[config.mk]
export PLATFORM = sky130hd
export DESIGN_NAME = cmp_inv_decr
export DESIGN_NICKNAME = d
export VERILOG_FILES = /design/src/common/ccd_pkg.sv /design/src/design/sub16_flags.sv /design/src/design/byte_unit.sv /design/src/design/cmp_inv_decr.sv
export VERILOG_INCLUDE_DIRS = /design/src /design/src/common
export SDC_FILE = /design/constraint.sdc
export NUM_CORES = 1
export LEC_CHECK = 0
export BUFFER_PORTS_ARGS = -buffer_cell sky130_fd_sc_hd__buf_2
export CORE_MARGIN = 2
export CORE_UTILIZATION = 55
export DETAILED_ROUTE_END_ITERATION = 10
export PLACE_DENSITY = 0.78
export REMOVE_ABC_BUFFERS = 1
export SLEW_MARGIN = 40
export SYNTH_ARGS = -nofsm -noshare
export SYNTH_HDL_FRONTEND = slang
export SYNTH_SLANG_ARGS = --single-unit
export TNS_END_PERCENT = 100
[constraint.sdc]
create_clock -name i_clk -period 5.9 [get_ports i_clk]
set_clock_uncertainty 0.05 [all_clocks]
set_input_delay 0.295 -clock i_clk [delete_from_list [all_inputs] [get_ports i_clk]]
set_output_delay 0.295 -clock i_clk [all_outputs]
set_load 0.1 [all_outputs]
[src/common/ccd_map.svh]
`ifndef CCD_MAP_SVH
`define CCD_MAP_SVH

// ==================== flag field positions ====================
`define FLAG_Z_BIT 0
`define FLAG_C_BIT 1
`define FLAG_V_BIT 2
`define FLAG_N_BIT 3
`define FLAGS_RESET 8'h00

// ==================== opcodes that are checked ====================
`define OPC_PREFIX_CF 8'hcf
`define OPC_DECR_BASE 8'h8c

// ==================== instruction cycles ====================
`define CYC_CMP_IMM 8'd3
`define CYC_CMP_SP_PAIR 8'd4
`define CYC_CMP_SP_IMM 8'd3
`define CYC_INV_REG 8'd3
`define CYC_INV_ABS 8'd5
`define CYC_INV_PAIR_IND 8'd4
`define CYC_DECR_REG 8'd2
`define CYC_DECR_BASE 8'd2

// ==================== memory access ticks ====================
`define TICK_MEM_READ 8'd1
`define TICK_MEM_CAPTURE 8'd2
`endif

[src/common/ccd_pkg.sv]
package ccd_pkg;
	// ==================== operations ====================
	typedef enum logic [3:0] {
		OP_CMP_PAIR_IMM,
		OP_CMP_XIDX_IMM,
		OP_CMP_YIDX_IMM,
		OP_CMP_SP_PAIR,
		OP_CMP_SP_IMM,
		OP_INV_REG,
		OP_INV_ABS,
		OP_INV_PAIR_IND,
		OP_DECR_REG,
		OP_DECR_BASE
	} op_e;

	typedef enum logic [1:0] {R_A, R_B, R_L, R_H} reg8_e;
	typedef enum logic {BYTE_INVERT, BYTE_DECREMENT} byte_mode_e;

	// ==================== carriers ====================
	typedef struct packed {
		op_e op;
		logic [7:0] code_first;
		logic [7:0] code_second;
		reg8_e reg_sel;
		logic [15:0] imm16;
		logic [7:0] abs8_low_offset;
	} req_s;

	typedef struct packed {
		logic [7:0] a;
		logic [7:0] b;
		logic [7:0] l;
		logic [7:0] h;
		logic [15:0] index_reg_x;
		logic [15:0] index_reg_y;
		logic [15:0] stack_ptr;
		logic [7:0] base_page;
		logic [7:0] expand_page;
		logic [7:0] system_condition_flags;
	} regs_s;

	typedef struct packed {
		logic rd;
		logic wr;
		logic [23:0] addr;
		logic [7:0] wdata;
	} mem_s;
endpackage

[src/design/sub16_flags.sv]
`timescale 1ns/1ps
`default_nettype none
module sub16_flags (
	input wire logic [15:0] i_lhs,
	input wire logic [15:0] i_rhs,
	output logic [15:0] o_diff,
	output logic o_n,
	output logic o_v,
	output logic o_c,
	output logic o_z
);
	wire [16:0] wide_diff;

	// ==================== subtract and flags ====================
	// the extra top bit of the widened difference is the borrow
	assign wide_diff = {1'b0, i_lhs} - {1'b0, i_rhs};
	assign o_diff = wide_diff[15:0];
	assign o_n = wide_diff[15];
	assign o_c = wide_diff[16];
	assign o_z = (wide_diff[15:0] == 16'h0000);
	// overflow: operands differ in sign and result sign left the minuend's
	assign o_v = (i_lhs[15] ^ i_rhs[15]) & (i_lhs[15] ^ wide_diff[15]);
endmodule
`default_nettype wire

[src/design/byte_unit.sv]
`timescale 1ns/1ps
`default_nettype none
module byte_unit
	import ccd_pkg::*;
(
	input wire logic [7:0] i_value,
	input wire byte_mode_e i_mode,
	output logic [7:0] o_result,
	output logic o_n,
	output logic o_z
);
	wire [7:0] inverted;
	wire [7:0] decremented;

	// ==================== byte operations ====================
	// both wrap in eight bits: zero decrements to all ones, no trap
	assign inverted = ~i_value;
	assign decremented = i_value - 8'h01;
	assign o_result = (i_mode == BYTE_DECREMENT) ? decremented : inverted;
	assign o_n = o_result[7];
	assign o_z = (o_result == 8'h00);
endmodule
`default_nettype wire

[src/design/cmp_inv_decr.sv]
`timescale 1ns/1ps
`default_nettype none
`include "ccd_map.svh"
module cmp_inv_decr
	import ccd_pkg::*;
#(
	parameter int CLKS_PER_CYCLE = 2
) (
	input wire logic i_clk,
	input wire logic i_rst_n,
	input wire logic i_start,
	input wire req_s i_req,
	input wire regs_s i_regs,
	input wire logic i_banked_memory_models,
	input wire logic [7:0] i_mem_rdata,
	output logic o_busy,
	output logic o_done,
	output logic o_illegal,
	output logic [7:0] o_system_condition_flags,
	output logic o_flags_we,
	output logic o_reg8_we,
	output reg8_e o_reg8_sel,
	output logic [7:0] o_reg8_data,
	output logic o_base_we,
	output logic [7:0] o_base_data,
	output mem_s o_mem
);
	// ==================== elaboration checks ====================
	// memory ops need read, capture and write ticks; counter is 8 bits
	generate
		if (CLKS_PER_CYCLE < 2 || CLKS_PER_CYCLE > 50) begin : g_bad_rate
			$error("CLKS_PER_CYCLE must lie in 2..50");
		end
	endgenerate

	// ==================== helpers ====================
	function automatic logic [7:0] clks_of(input op_e op);
		logic [7:0] cyc;
		cyc = `CYC_CMP_IMM;
		case (op)
			OP_CMP_SP_PAIR: cyc = `CYC_CMP_SP_PAIR;
			OP_CMP_SP_IMM: cyc = `CYC_CMP_SP_IMM;
			OP_INV_REG: cyc = `CYC_INV_REG;
			OP_INV_ABS: cyc = `CYC_INV_ABS;
			OP_INV_PAIR_IND: cyc = `CYC_INV_PAIR_IND;
			OP_DECR_REG: cyc = `CYC_DECR_REG;
			OP_DECR_BASE: cyc = `CYC_DECR_BASE;
			default: cyc = `CYC_CMP_IMM;
		endcase
		return 8'(int'(cyc) * CLKS_PER_CYCLE);
	endfunction

	function automatic logic is_compare(input op_e op);
		return (op == OP_CMP_PAIR_IMM) || (op == OP_CMP_XIDX_IMM) || (op == OP_CMP_YIDX_IMM)
			|| (op == OP_CMP_SP_PAIR) || (op == OP_CMP_SP_IMM);
	endfunction

	function automatic logic is_memory(input op_e op);
		return (op == OP_INV_ABS) || (op == OP_INV_PAIR_IND);
	endfunction

	function automatic logic [7:0] pick_reg8(input regs_s r, input reg8_e sel);
		logic [7:0] v;
		v = r.a;
		case (sel)
			R_A: v = r.a;
			R_B: v = r.b;
			R_L: v = r.l;
			R_H: v = r.h;
			default: v = r.a;
		endcase
		return v;
	endfunction

	// ==================== state ====================
	typedef enum logic {ST_IDLE, ST_RUN} state_e;
	state_e state_reg;
	state_e state_next;
	logic [7:0] tick_reg;
	logic [7:0] tick_next;
	logic [7:0] total_reg;
	req_s req_reg;
	regs_s regs_reg;
	logic [7:0] mem_byte_reg;

	wire take;
	wire refuse;
	wire bad_code;
	wire run;
	wire fin;
	wire cmp_op;
	wire mem_op;
	wire [15:0] cmp_lhs;
	wire [15:0] cmp_rhs;
	wire [15:0] pair_sel;
	wire [15:0] cmp_diff;
	wire cmp_n;
	wire cmp_v;
	wire cmp_c;
	wire cmp_z;
	wire [7:0] byte_src;
	wire byte_mode_e byte_mode;
	wire [7:0] byte_res;
	wire byte_n;
	wire byte_z;
	logic [7:0] flags_new;
	wire [7:0] mem_page;
	wire [7:0] mem_hi;
	wire [7:0] mem_lo;
	wire req_s addr_req;
	wire regs_s addr_regs;

	// ==================== request intake ====================
	// stack-to-pair compare must carry the prefix; base decrement its own opcode
	assign bad_code = ((i_req.op == OP_CMP_SP_PAIR) && (i_req.code_first != `OPC_PREFIX_CF))
		|| ((i_req.op == OP_DECR_BASE) && (i_req.code_first != `OPC_DECR_BASE));
	assign take = (state_reg == ST_IDLE) && i_start && !bad_code;
	assign refuse = (state_reg == ST_IDLE) && i_start && bad_code;
	assign run = (state_reg == ST_RUN);
	assign fin = run && (tick_reg == total_reg - 8'd1);
	assign cmp_op = is_compare(req_reg.op);
	assign mem_op = is_memory(req_reg.op);

	// ==================== sequencing ====================
	// length counted in clocks so each op spans its full cycle count
	assign state_next = take ? ST_RUN : ((run && tick_reg == total_reg) ? ST_IDLE : state_reg);
	assign tick_next = take ? 8'd1 : (run ? tick_reg + 8'd1 : 8'd0);

	always_ff @(posedge i_clk or negedge i_rst_n) begin
		if (!i_rst_n) begin
			state_reg <= ST_IDLE;
			tick_reg <= 8'd0;
			total_reg <= 8'd0;
		end else begin
			state_reg <= state_next;
			tick_reg <= tick_next;
			if (take) begin
				total_reg <= clks_of(i_req.op);
			end
		end
	end

	// operands frozen at intake so the whole op sees one snapshot
	always_ff @(posedge i_clk or negedge i_rst_n) begin
		if (!i_rst_n) begin
			req_reg <= '0;
			regs_reg <= '0;
		end else if (take) begin
			req_reg <= i_req;
			regs_reg <= i_regs;
		end
	end

	// ==================== compare datapath ====================
	// select bit of the second opcode byte: 0 picks b:a, 1 picks h:l
	assign pair_sel = req_reg.code_second[0] ? {regs_reg.h, regs_reg.l}
		: {regs_reg.b, regs_reg.a};
	assign cmp_lhs = (req_reg.op == OP_CMP_XIDX_IMM) ? regs_reg.index_reg_x
		: (req_reg.op == OP_CMP_YIDX_IMM) ? regs_reg.index_reg_y
		: (req_reg.op == OP_CMP_PAIR_IMM) ? {regs_reg.h, regs_reg.l}
		: regs_reg.stack_ptr;
	assign cmp_rhs = (req_reg.op == OP_CMP_SP_PAIR) ? pair_sel : req_reg.imm16;

	sub16_flags u_sub (
		.i_lhs(cmp_lhs),
		.i_rhs(cmp_rhs),
		.o_diff(cmp_diff),
		.o_n(cmp_n),
		.o_v(cmp_v),
		.o_c(cmp_c),
		.o_z(cmp_z)
	);

	// ==================== byte datapath ====================
	assign byte_src = mem_op ? mem_byte_reg
		: (req_reg.op == OP_DECR_BASE) ? regs_reg.base_page
		: pick_reg8(regs_reg, req_reg.reg_sel);
	assign byte_mode = ((req_reg.op == OP_DECR_REG) || (req_reg.op == OP_DECR_BASE))
		? BYTE_DECREMENT : BYTE_INVERT;

	byte_unit u_byte (
		.i_value(byte_src),
		.i_mode(byte_mode),
		.o_result(byte_res),
		.o_n(byte_n),
		.o_z(byte_z)
	);

	// ==================== flag merge ====================
	// only the flags an op owns move; the top four are never touched
	always_comb begin
		flags_new = regs_reg.system_condition_flags;
		if (cmp_op) begin
			flags_new[`FLAG_N_BIT] = cmp_n;
			flags_new[`FLAG_V_BIT] = cmp_v;
			flags_new[`FLAG_C_BIT] = cmp_c;
			flags_new[`FLAG_Z_BIT] = cmp_z;
		end else if (byte_mode == BYTE_INVERT) begin
			flags_new[`FLAG_N_BIT] = byte_n;
			flags_new[`FLAG_Z_BIT] = byte_z;
		end else begin
			flags_new[`FLAG_Z_BIT] = byte_z;
		end
	end

	// ==================== memory access ====================
	// page only exists on banked parts; elsewhere it reads as zero
	// the read strobe leaves on the intake edge, before the frozen copy is loaded,
	// so the address then comes straight from the request
	assign addr_req = take ? i_req : req_reg;
	assign addr_regs = take ? i_regs : regs_reg;
	assign mem_page = i_banked_memory_models ? addr_regs.expand_page : 8'h00;
	assign mem_hi = (addr_req.op == OP_INV_ABS) ? addr_regs.base_page : addr_regs.h;
	assign mem_lo = (addr_req.op == OP_INV_ABS) ? addr_req.abs8_low_offset : addr_regs.l;

	// read strobe in tick 1, data taken at end of tick 2, write in last tick
	always_ff @(posedge i_clk or negedge i_rst_n) begin
		if (!i_rst_n) begin
			o_mem <= '0;
			mem_byte_reg <= 8'h00;
		end else begin
			o_mem.rd <= take && is_memory(i_req.op);
			o_mem.wr <= fin && mem_op;
			o_mem.wdata <= (fin && mem_op) ? byte_res : 8'h00;
			o_mem.addr <= {mem_page, mem_hi, mem_lo};
			if (run && mem_op && tick_reg == `TICK_MEM_CAPTURE) begin
				mem_byte_reg <= i_mem_rdata;
			end
		end
	end

	// ==================== results ====================
	// compares never raise a register write: source stays untouched
	always_ff @(posedge i_clk or negedge i_rst_n) begin
		if (!i_rst_n) begin
			o_busy <= 1'b0;
			o_done <= 1'b0;
			o_illegal <= 1'b0;
			o_system_condition_flags <= `FLAGS_RESET;
			o_flags_we <= 1'b0;
			o_reg8_we <= 1'b0;
			o_reg8_sel <= R_A;
			o_reg8_data <= 8'h00;
			o_base_we <= 1'b0;
			o_base_data <= 8'h00;
		end else begin
			o_busy <= (state_next == ST_RUN);
			o_done <= fin;
			o_illegal <= refuse;
			o_flags_we <= fin;
			o_reg8_we <= fin && ((req_reg.op == OP_INV_REG) || (req_reg.op == OP_DECR_REG));
			o_base_we <= fin && (req_reg.op == OP_DECR_BASE);
			if (fin) begin
				o_system_condition_flags <= flags_new;
				o_reg8_sel <= req_reg.reg_sel;
				o_reg8_data <= byte_res;
				o_base_data <= byte_res;
			end
		end
	end

	// ==================== checks ====================
	localparam int LEN_CMP3 = 3 * CLKS_PER_CYCLE - 1;
	localparam int LEN_INV5 = 5 * CLKS_PER_CYCLE - 1;
	localparam int LEN_INV4 = 4 * CLKS_PER_CYCLE - 1;
	localparam int LEN_DEC2 = 2 * CLKS_PER_CYCLE - 1;
endmodule
`default_nettype wire

# [Word-level counts from Yosys, hierarchy flattened]
# Cells that the tools add are included.
[classes] n_bitwise=5 muxes=25 reduce_logical=30 addsub=4 n_eq_ne=23
[op_table] op="88-bit 2-to-1 mux" n=1
[op_table] op="16-bit 2-to-1 mux" n=5
[op_table] op="8-bit 2-to-1 mux" n=9
[op_table] op="46-bit 2-to-1 mux" n=1
[op_table] op="8-bit one-hot mux with 4 select lines" n=1
[op_table] op="4-bit by 3-bit equality test with 1-bit output, second input constant" n=7
[op_table] op="16-bit by 16-bit subtractor with 17-bit output" n=1
[op_table] op="4-bit equality test, second input constant" n=4
[op_table] op="8-bit equality test" n=2
[op_table] op="16-bit zero test" n=1
[op_table] op="8-bit inequality test, second input constant" n=2
[op_table] op="8-bit by 1-bit subtractor with 8-bit output, second input constant" n=2
[op_table] op="1-bit logical AND" n=13
[op_table] op="4-bit by 2-bit equality test with 1-bit output, second input constant" n=3
[op_table] op="1-bit logical OR" n=9
[op_table] op="3-bit one-hot mux with 3 select lines" n=1
[op_table] op="8-bit by 1-bit adder with 8-bit output, second input constant" n=1
[op_table] op="8-bit by 2-bit equality test with 1-bit output, second input constant" n=1
[op_table] op="8-bit zero test" n=1
[op_table] op="8-bit inverter" n=1
[op_table] op="1-bit 2-to-1 mux" n=6
[op_table] op="2-bit equality test, second input constant" n=2
[op_table] op="4-bit by 1-bit equality test with 1-bit output, second input constant" n=1
[op_table] op="4-bit zero test" n=1
[op_table] op="other kinds (9)" n=11
[totals] in_bits=162 ff_bits=230

# [Depth between registers and ports, before layout]
# Gate-level depths: netlist of the first run.
[depth] depth_word=8 depth_mapped=18

# [Cells and area by module]
# Synthesis of the first run repeated with hierarchy kept, for this count alone.
[unflattened] hier_cells=895 area_unflattened_um2=10887.9
[modules_own_cells] module="cmp_inv_decr" cells_each=754 n_inst=1 area_per_inst_um2=9903.2
[modules_own_cells] module="sub16_flags" cells_each=116 n_inst=1 area_per_inst_um2=795.8
[modules_own_cells] module="byte_unit" cells_each=25 n_inst=1 area_per_inst_um2=188.9

# [Worst setup path after synthesis of the first run]
# Ideal clock, no wire load.
[synth_timing] kind="reg-to-reg" from="register req_reg[44] in the netlist's numbering" to="register o_system_condition_flags[2]" slack_ps=1573 arrival_ps=4196 path_stages_with_launch=15 required_time_ps=5768 synth_period_minus_slack_ps=4327 setup_ps=82 cell_sequence="dfrtp_1 > clkbuf_1 > nor4b_1 > clkbuf_1 > a21oi_1 > o21ai_0 > ha_1 > nor2b_1 > o31a_1 > nor4b_1 > o21ai_0 > o41a_1 > and3_1 > or4_1 > a31oi_1"
[synth_between] elab_chain_len=8
[synth_lines] element="start, declared" line_no="cmp_inv_decr.sv:82" source="req_s req_reg;"
[synth_lines] element="start signal, assigned" line_no="cmp_inv_decr.sv:149" source="req_reg <= i_req;"
[synth_lines] element="4-bit zero test" line_no="cmp_inv_decr.sv:54, cmp_inv_decr.sv:160"
[synth_lines] element="16-bit 2-to-1 mux" line_no="cmp_inv_decr.sv:160" source=": (req_reg.op == OP_CMP_PAIR_IMM) ? {regs_reg.h, regs_reg.l}"
[synth_lines] element="16-bit 2-to-1 mux" line_no="cmp_inv_decr.sv:159" source=": (req_reg.op == OP_CMP_YIDX_IMM) ? regs_reg.index_reg_y"
[synth_lines] element="16-bit 2-to-1 mux" line_no="cmp_inv_decr.sv:158" source="assign cmp_lhs = (req_reg.op == OP_CMP_XIDX_IMM) ? regs_reg.index_reg_x"
[synth_lines] element="16-bit by 16-bit subtractor with 17-bit output" line_no="sub16_flags.sv:16" source="assign wide_diff = {1'b0, i_lhs} - {1'b0, i_rhs};"
[synth_lines] element="1-bit XOR" line_no="sub16_flags.sv:22" source="assign o_v = (i_lhs[15] ^ i_rhs[15]) & (i_lhs[15] ^ wide_diff[15]);"
[synth_lines] element="1-bit bitwise AND" line_no="sub16_flags.sv:22"
[synth_lines] element="2-bit 2-to-1 mux *" line_no="cmp_inv_decr.sv:193" source="if (cmp_op) begin"
[synth_lines] element="end signal, assigned" line_no="cmp_inv_decr.sv:239" source="o_system_condition_flags <= `FLAGS_RESET;"
[synth_lines] element="end signal, assigned" line_no="cmp_inv_decr.sv:254" source="o_system_condition_flags <= flags_new;"
[synth_lines] element="end, declared" line_no="cmp_inv_decr.sv:19" source="output logic [7:0] o_system_condition_flags,"
# Mark *: on every way between the ends. The rest lies on a longest branch, timed or not.
# A chain may end at the register's enable or synchronous reset.

# [Final worst setup path of the first run]
[layout_timing] from="register req_reg[42] in the netlist's numbering" to="register o_system_condition_flags[2]"
# Same word-level chain as after synthesis.

==> results.sh, run 1 <==
export IMPL_run_status="finished clean"
export IMPL_vias=8233
export IMPL_layout_drive_gt1_share_pct=36.1
export IMPL_boundaryPins=228
export IMPL_crit_family="simple AND/OR/NAND/NOR gates"
export IMPL_worstPathRequired_ns=6.28
export IMPL_pwr_share_comb_pct=55.4
export IMPL_drc=0
export IMPL_cp_common_cell="o21ai_0"
export IMPL_gr_total_overflow=0
export IMPL_drt_total_wl_mm=29.0
export IMPL_fillCellCount=1135
export IMPL_timing_final_hold_violations=0
export IMPL_wl_met2_mm=14.6
export IMPL_synth_ff_latch_count=210
export IMPL_synthCells=878
export IMPL_synth_warnings=0
export IMPL_postRouteAntennaNets=0
export IMPL_drt_met1_wl_mm=11.5
export IMPL_cp_slowest_stage_delay_ns=0.66
export IMPL_dp_cells=1281
export IMPL_cts_buffer_depth=3
export IMPL_synth_edf_count=0
export IMPL_clk_latency_ns=0.52
export IMPL_vdd_ir_drop_max_mv=0.461
export IMPL_switching_power_mw=4.40
export IMPL_tns_ns=0
export IMPL_cts_root_buf="clkbuf_16"
export IMPL_area_growth_pct=33.1
export IMPL_setup_ws_ns=0.942
export IMPL_fp_dieW_microns=141
export IMPL_wl_met3_mm=1.83
export IMPL_core_sq_um=18100
export IMPL_hold_depth=2
export IMPL_track_usage_pct=29.4
export IMPL_cp_end_kind="register"
export IMPL_fp_dieH_microns=141
export IMPL_path_clk_slew_ns=0.07
export IMPL_yosysSeqAreaShare_pct=51.2
export IMPL_path_buf_inv=0
export IMPL_intPower_mw=4.89
export IMPL_die_area_sq_um=19800
export IMPL_gp_congestion=0.898
export IMPL_stdcell_count=1458
export IMPL_largest_register_ffs=99
export IMPL_rows=49
export IMPL_dp_hpwl_mm=17.7
export IMPL_cts_tree="yes"
export IMPL_critPathArrivalTime_ns=5.34
export IMPL_drt_iter0_drc=581
export IMPL_mostFrequentLayoutCells="218 x buf_2, 210 x dfrtp_1, 149 x mux2_2, 136 x dlygate4sd3_1, 88 x nand2_1"
export IMPL_slew_viol_final=0
export IMPL_sequentialPowerShare_pct=28.8
export IMPL_rrSetupSlack_ns=0.94
export IMPL_port_buffers=219
export IMPL_wl_per_cell_microns=19.9
export IMPL_fin_crit_sh_pct=84.0
export IMPL_first_global_vias=8778
export IMPL_p_leak_nw=6.40
export IMPL_viasPerCell=5.65
export IMPL_ys_types=57
export IMPL_relSlewSlack_pct=44.1
export IMPL_p_sw_share_pct=47.3
export IMPL_nNetsFinal=1398
export IMPL_numCtsBuffers=22
export IMPL_r2r_cells=14
export IMPL_critPathKind="reg2reg"
export IMPL_h_tree_depth=1
export IMPL_power_total_mw=9.29
export IMPL_crit_chain="nor4_4 > mux2i_1 > nor2_1 > a21oi_1 > o21ai_0 > ha_1 > nor2b_1 > o31a_1 > nor4b_1 > o21ai_0 > o41a_1 > and3_1 > or4_1 > a31oi_1"
export IMPL_stdcell_area_sq_um=13700
export IMPL_power_share_clock_pct=15.9
export IMPL_dpl_cell_area_sq_um=11500
export IMPL_period_needed_ns=4.96
export IMPL_grt_pass1_wl_mm=45.9
export IMPL_pre_cts_ws_ns=1.24
export IMPL_cts_resized=0
export IMPL_ys_flop_type="dfrtp_1"
export IMPL_antenna_found_initial=3
export IMPL_layout_commonest_cell="buf_2"
export IMPL_path_max_fanout=17
export IMPL_dr_pass1_iters=5
export IMPL_setup_worst_path_start_class="register"
export IMPL_cts_setup_buffers=0
export IMPL_avgSynthCellArea_sq_um=11.7
export IMPL_powerDensity_nw_per_um2=680
export IMPL_grt_max_degree=89
export IMPL_setup_viol=0
export IMPL_cts_sinks=210
export IMPL_syn_area_sq_um=10300
export IMPL_tightest_slew_ns=0.838
export IMPL_cp_slowest_cell="nor4_4"
export IMPL_cp_depth=14
export IMPL_hp_class="in2reg"
export IMPL_top_layer_used="met4"
export IMPL_start_util_pct=56.5
export IMPL_max_freq_ghz=0.202
export IMPL_cts_hold_buffers=136
export IMPL_grt_setup_unrepaired="false"
export IMPL_async_reset_ff_share_pct=100
export IMPL_drv_cap=0
## kinds of logic (layout without fill, tap and decap cells)
group           Yosys count  in the layout  share of synthesized area [%]
simple gates            223            223                           10.4
xor+xnor                 26             26                           2.22
fa+ha+maj                23             23                           2.88
mux                     202            202                           23.0
compound gates          127            127                           7.27
buf+inv                  67            415                           3.02
other cells               0              3                              0
flops                   210            210                           51.2
## through the flow
stage	hold slack (ns)	util, %
finish	0.0167	75.2
global route	0.0102	75.2
CTS	0.00430	75.1
detailed placement	0.280	63.4
global placement	0.274	63.4
floorplan	-0.0506	-
## metal layers
| layer | up-vias | track usage [%] |
|---|---|---|
| met5 | - | 0 |
| met4 | 0 | 11.2 |
| met3 | 86 | 5.20 |
| met2 | 320 | 51.3 |
| met1 | 4062 | 36.8 |
| li1 | 3765 | - |
## area by class of cell
class                      count  area [sq um]  area share, %
clock buffer                  29           627           4.59
timing repair buffer         368          2590           18.9
tap                          229           287           2.10
antenna                        3          7.51         0.0550
inverter                      10          37.5          0.275
sequential                   210          5260           38.5
clock inverter                 8           130          0.953
multi-input combinational    601          4720           34.6
## worst reg2reg max path: cells and delay by family, from the launching register on
| kind | cells | cell delay [ns] |
|---|---|---|
| AOI/OAI and AO/OA | 6 | 1.76 |
| DFF | 1 | 0.61 |
| and+or+nand+nor | 6 | 1.94 |
| muxes | 1 | 0.19 |
| adders and majority gates | 1 | 0.31 |
## synth_stat cells, types with 5 or more instances
| library cell | n | area [sq um] |
|---|---|---|
| clkbuf_1 | 30 | 113 |
| inv_1 | 10 | 37.5 |
| and3_1 | 11 | 68.8 |
| nor4b_1 | 6 | 52.6 |
| o21ai_0 | 55 | 275 |
| xor2_1 | 12 | 105 |
| mux2i_1 | 35 | 350 |
| ha_1 | 22 | 275 |
| a31oi_1 | 5 | 31.3 |
| nand2_1 | 88 | 330 |
| nor2_1 | 52 | 195 |
| mux2_2 | 149 | 1680 |
| a21oi_1 | 33 | 165 |
| mux2_4 | 10 | 150 |
| and2_1 | 11 | 68.8 |
| nand3_1 | 20 | 100 |
| buf_4 | 9 | 67.6 |
| dfrtp_1 | 210 | 5260 |
| xnor2_1 | 14 | 123 |
| nor3_1 | 8 | 40.0 |
| buf_2 | 14 | 70.1 |
| mux4_2 | 8 | 180 |
| a21o_1 | 7 | 52.6 |
## final timing paths
check                                             from                                 endpoint
max                              req_reg[42]$_DFF_PN0_  o_system_condition_flags[2]$_DFFE_PN0P_
min                                         i_regs[23]                   regs_reg[23]$_DFF_PN0_
max reg2reg                      req_reg[42]$_DFF_PN0_  o_system_condition_flags[2]$_DFFE_PN0P_
min reg2reg                mem_byte_reg[0]$_DFFE_PN0P_                       o_mem[0]$_DFF_PN0_
max in group asynchronous                      i_rst_n                      o_mem[27]$_DFF_PN0_
min in group asynchronous                      i_rst_n                 flags_new[7]$_DFFE_PN0P_
## power groups by stage
stage	Combinational (mW)	Clock (mW)	Sequential (mW)
after floorplan	2.84	0	3.66
after global placement	4.85	0	2.63
after detailed placement	4.94	0	2.66
after CTS	5.05	1.48	2.64
after global routing	5.53	1.54	2.74
final	5.14	1.47	2.67
Power figures use the tool's default switching activity.
==> run 2, diff against run 1 <==
--- a/config.mk
+++ b/config.mk
@@ -6,11 +6,12 @@
 export SDC_FILE = /design/constraint.sdc
 export NUM_CORES = 1
 export LEC_CHECK = 0
+export ABC_AREA = 1
 export BUFFER_PORTS_ARGS = -buffer_cell sky130_fd_sc_hd__buf_2
 export CORE_MARGIN = 2
 export CORE_UTILIZATION = 55
 export DETAILED_ROUTE_END_ITERATION = 10
-export PLACE_DENSITY = 0.78
+export PLACE_DENSITY = 0.77
 export REMOVE_ABC_BUFFERS = 1
 export SLEW_MARGIN = 40
 export SYNTH_ARGS = -nofsm -noshare
==> constraint.sdc (replaced) <==
create_clock -name i_clk -period 4.8 [get_ports i_clk]
set_clock_uncertainty 0.05 [all_clocks]
set_input_delay 0.24 -clock i_clk [delete_from_list [all_inputs] [get_ports i_clk]]
set_output_delay 0.24 -clock i_clk [all_outputs]
set_load 0.1 [all_outputs]
==> run 2 against run 1 <==
Compared with the run above:
- synthesized area increased by 5.0%
- critical path depth up 8
- sequential power is 15% higher
- largest cell class unchanged
- hold slack better by 0.027 ns
==> results.sh, run 2 <==
export IMPL_run_status="finished clean"
export IMPL_whs_ns=0.0442
export IMPL_syn_area_sq_um=10800
export IMPL_cts_sinks=210
export IMPL_path_clk_slew_ns=0.06
export IMPL_drc=0
export IMPL_setup_worst_path_start_class="register"
export IMPL_track_usage_pct=31.4
export IMPL_nNetsFinal=1892
export IMPL_fp_dieW_microns=144
export IMPL_drv_cap=0
export IMPL_ys_types=50
export IMPL_powerDensity_nw_per_um2=810
export IMPL_fp_dieH_microns=144
export IMPL_core_sq_um=19300
export IMPL_seqCellArea_sq_um=5260
export IMPL_dp_hpwl_mm=20.5
export IMPL_relSlewSlack_pct=50.5
export IMPL_drt_met1_wl_mm=13.5
export IMPL_boundaryPins=228
export IMPL_yosysSeqAreaShare_pct=48.8
export IMPL_max_freq_ghz=0.261
export IMPL_cts_tree="yes"
export IMPL_gp_congestion=0.898
export IMPL_start_util_pct=55.7
export IMPL_layout_drive_gt1_share_pct=18.6
export IMPL_synthTopCellsByArea="dfrtp_1 49%, nand2_1 18%, o21ai_0 4.6%"
export IMPL_worstPathRequired_ns=5.20
export IMPL_async_reset_ff_share_pct=100
export IMPL_synthTopCellsByCount="506 x nand2_1, 210 x dfrtp_1, 107 x inv_1"
export IMPL_top_layer_used="met4"
export IMPL_synth_top_cell_by_area="dfrtp_1"
export IMPL_diodes=0
export IMPL_gr_total_overflow=0
export IMPL_synth_most_common_cell="nand2_1"
export IMPL_ys_flop_type="dfrtp_1"
export IMPL_area_growth_pct=30.7
export IMPL_wl_per_cell_microns=16.3
export IMPL_vdd_ir_drop_max_mv=0.510
export IMPL_rows=51
export IMPL_timing_final_hold_violations=0
export IMPL_tightest_slew_ns=0.740
export IMPL_power_total_mw=11.4
export IMPL_h_tree_depth=1
export IMPL_wl_met2_mm=15.6
export IMPL_grt_setup_unrepaired="false"
export IMPL_postRouteAntennaNets=0
export IMPL_cts_root_buf="clkbuf_16"
export IMPL_vias=10500
export IMPL_wl_met3_mm=2.49
export IMPL_fillCellCount=1457
export IMPL_critPathArrivalTime_ns=4.24
export IMPL_viasPerCell=5.28
export IMPL_synthCells=1381
export IMPL_dp_cells=1809
export IMPL_synth_warnings=0
export IMPL_multiInputGateArea_sq_um=4720
export IMPL_path_max_fanout=17
export IMPL_netlist_area_leader_share_pct=48.8
export IMPL_critPathKind="reg2reg"
export IMPL_layout_commonest_cell="nand2_1"
export IMPL_fin_crit_sh_pct=79.9
export IMPL_dr_pass1_iters=5
export IMPL_antenna_found_initial=0
export IMPL_avgSynthCellArea_sq_um=7.80
export IMPL_slew_viol_final=0
export IMPL_largest_register_ffs=99
export IMPL_p_leak_nw=7.34
export IMPL_grt_pass1_wl_mm=51.2
export IMPL_cts_buffer_depth=3
export IMPL_cts_setup_buffers=0
export IMPL_drt_iter0_drc=818
export IMPL_clk_latency_ns=0.52
export IMPL_first_global_vias=10400
export IMPL_synth_ff_latch_count=210
export IMPL_cp_end_kind="register"
export IMPL_synth_edf_count=0
export IMPL_drt_total_wl_mm=32.5
export IMPL_stdcell_count=1987
export IMPL_setup_viol=0
export IMPL_period_needed_ns=3.84
export IMPL_numCtsBuffers=23
export IMPL_mostFrequentLayoutCells="506 x nand2_1, 218 x buf_2, 209 x dfrtp_1, 137 x dlygate4sd3_1, 107 x inv_1"
export IMPL_tns_ns=0
export IMPL_port_buffers=219
export IMPL_die_area_sq_um=20700
export IMPL_grt_max_degree=145
export IMPL_hp_class="in2reg"
==> run 2: cell count changes after synthesis, sizes merged, moves of 8 or more <==
cell,delta
nand2,+424
mux2,-151
inv,+114
nand3,+53
nor2,+52
o21ai,+52
mux2i,-35
o211ai,+23
buf,+12
and2,-11
and3,-11
or2,+10
mux4,-8
xnor2,-8
==> run 2: power by group <==
part,internal (mW),switching (mW)
Combinational,1.94,4.75
Clock,0.931,0.717
Sequential,2.53,0.525
==> run 2: kinds of logic after synthesis <==
kind of cell / after synthesis / synth area share [%]
muxes: 8 / 0.837
xor gates and xnor gates: 15 / 1.22
AOI/OAI and AO/OA: 208 / 11.3
buffers and inverters: 192 / 7.52
DFF: 210 / 48.8
and+or+nand+nor: 725 / 27.6
adders and majority gates: 23 / 2.74
==> run 2: stage by stage <==
| stage | setup slack (ns) | instance area [sq um] | utilization [%] |
|---|---|---|---|
| detailed placement | 0.992 | 12000 | 62.0 |
| floorplan | 0.222 | 10400 | - |
| finish | 0.965 | 14100 | 72.8 |
| global route | 0.510 | 14100 | 72.8 |
| CTS | 0.964 | 14000 | 72.7 |
| global placement | 1.06 | 12000 | 62.0 |
==> run 2: final timing paths <==
kind | start | end | slack [ns] | depth (start not counted)
setup / recovery | req_reg[43]$_DFF_PN0_ | o_system_condition_flags[0]$_DFFE_PN0P_ | 0.96 | 22
min in group asynchronous | i_rst_n | regs_reg[27]$_DFFE_PN0P_ | 0.22 | 2
max in group asynchronous | i_rst_n | o_system_condition_flags[5]$_DFFE_PN0P_ | 3.29 | 4
hold reg to reg | req_reg[11]$_DFFE_PN0P_ | req_reg[11]$_DFFE_PN0P_ | 0.43 | 2
hold / removal | i_req[44] | o_mem[33]$_DFF_PN0_ | 0.04 | 3
setup reg to reg | req_reg[43]$_DFF_PN0_ | o_system_condition_flags[0]$_DFFE_PN0P_ | 0.96 | 22
==> run 2: area by class of cell <==
cell class	count	share of cell area [%]
sequential	210	37.3
tap	265	2.36
clock inverter	8	0.356
multi-input combinational	979	33.5
timing repair buffer	368	18.6
clock buffer	32	4.54
inverter	125	3.35
==> run 2: layer usage <==
| layer | vias to the layer above | GRT usage, % |
|---|---|---|
| li1 | 5054 | - |
| met2 | 461 | 53.1 |
| met3 | 69 | 5.93 |
| met1 | 4906 | 41.1 |
| met5 | - | 0 |
| met4 | 0 | 9.86 |
==> run 2: what timing repair did <==
item	CTS	global route
hold buffers	137	0
endpoints found under the hold margin	211	0
resized for setup	0	0
==> run 2: critical path: stages, from the launching register on <==
cell,delay [ns]
dfrtp_1,0.46
nor2_1,0.27
nand2_1,0.39
buf_4,0.35
nand2_1,0.08
a311oi_1,0.07
a21oi_1,0.13
ha_1,0.16
inv_1,0.06
fa_1,0.42
nand3_1,0.11
nand2_1,0.14
nand3_1,0.10
nand2_1,0.09
nand2_1,0.10
nand2_1,0.08
xnor2_1,0.15
nand2_1,0.07
nor2_1,0.11
nand4_1,0.15
nand2_1,0.12
nand2_1,0.05
nand2_1,0.05
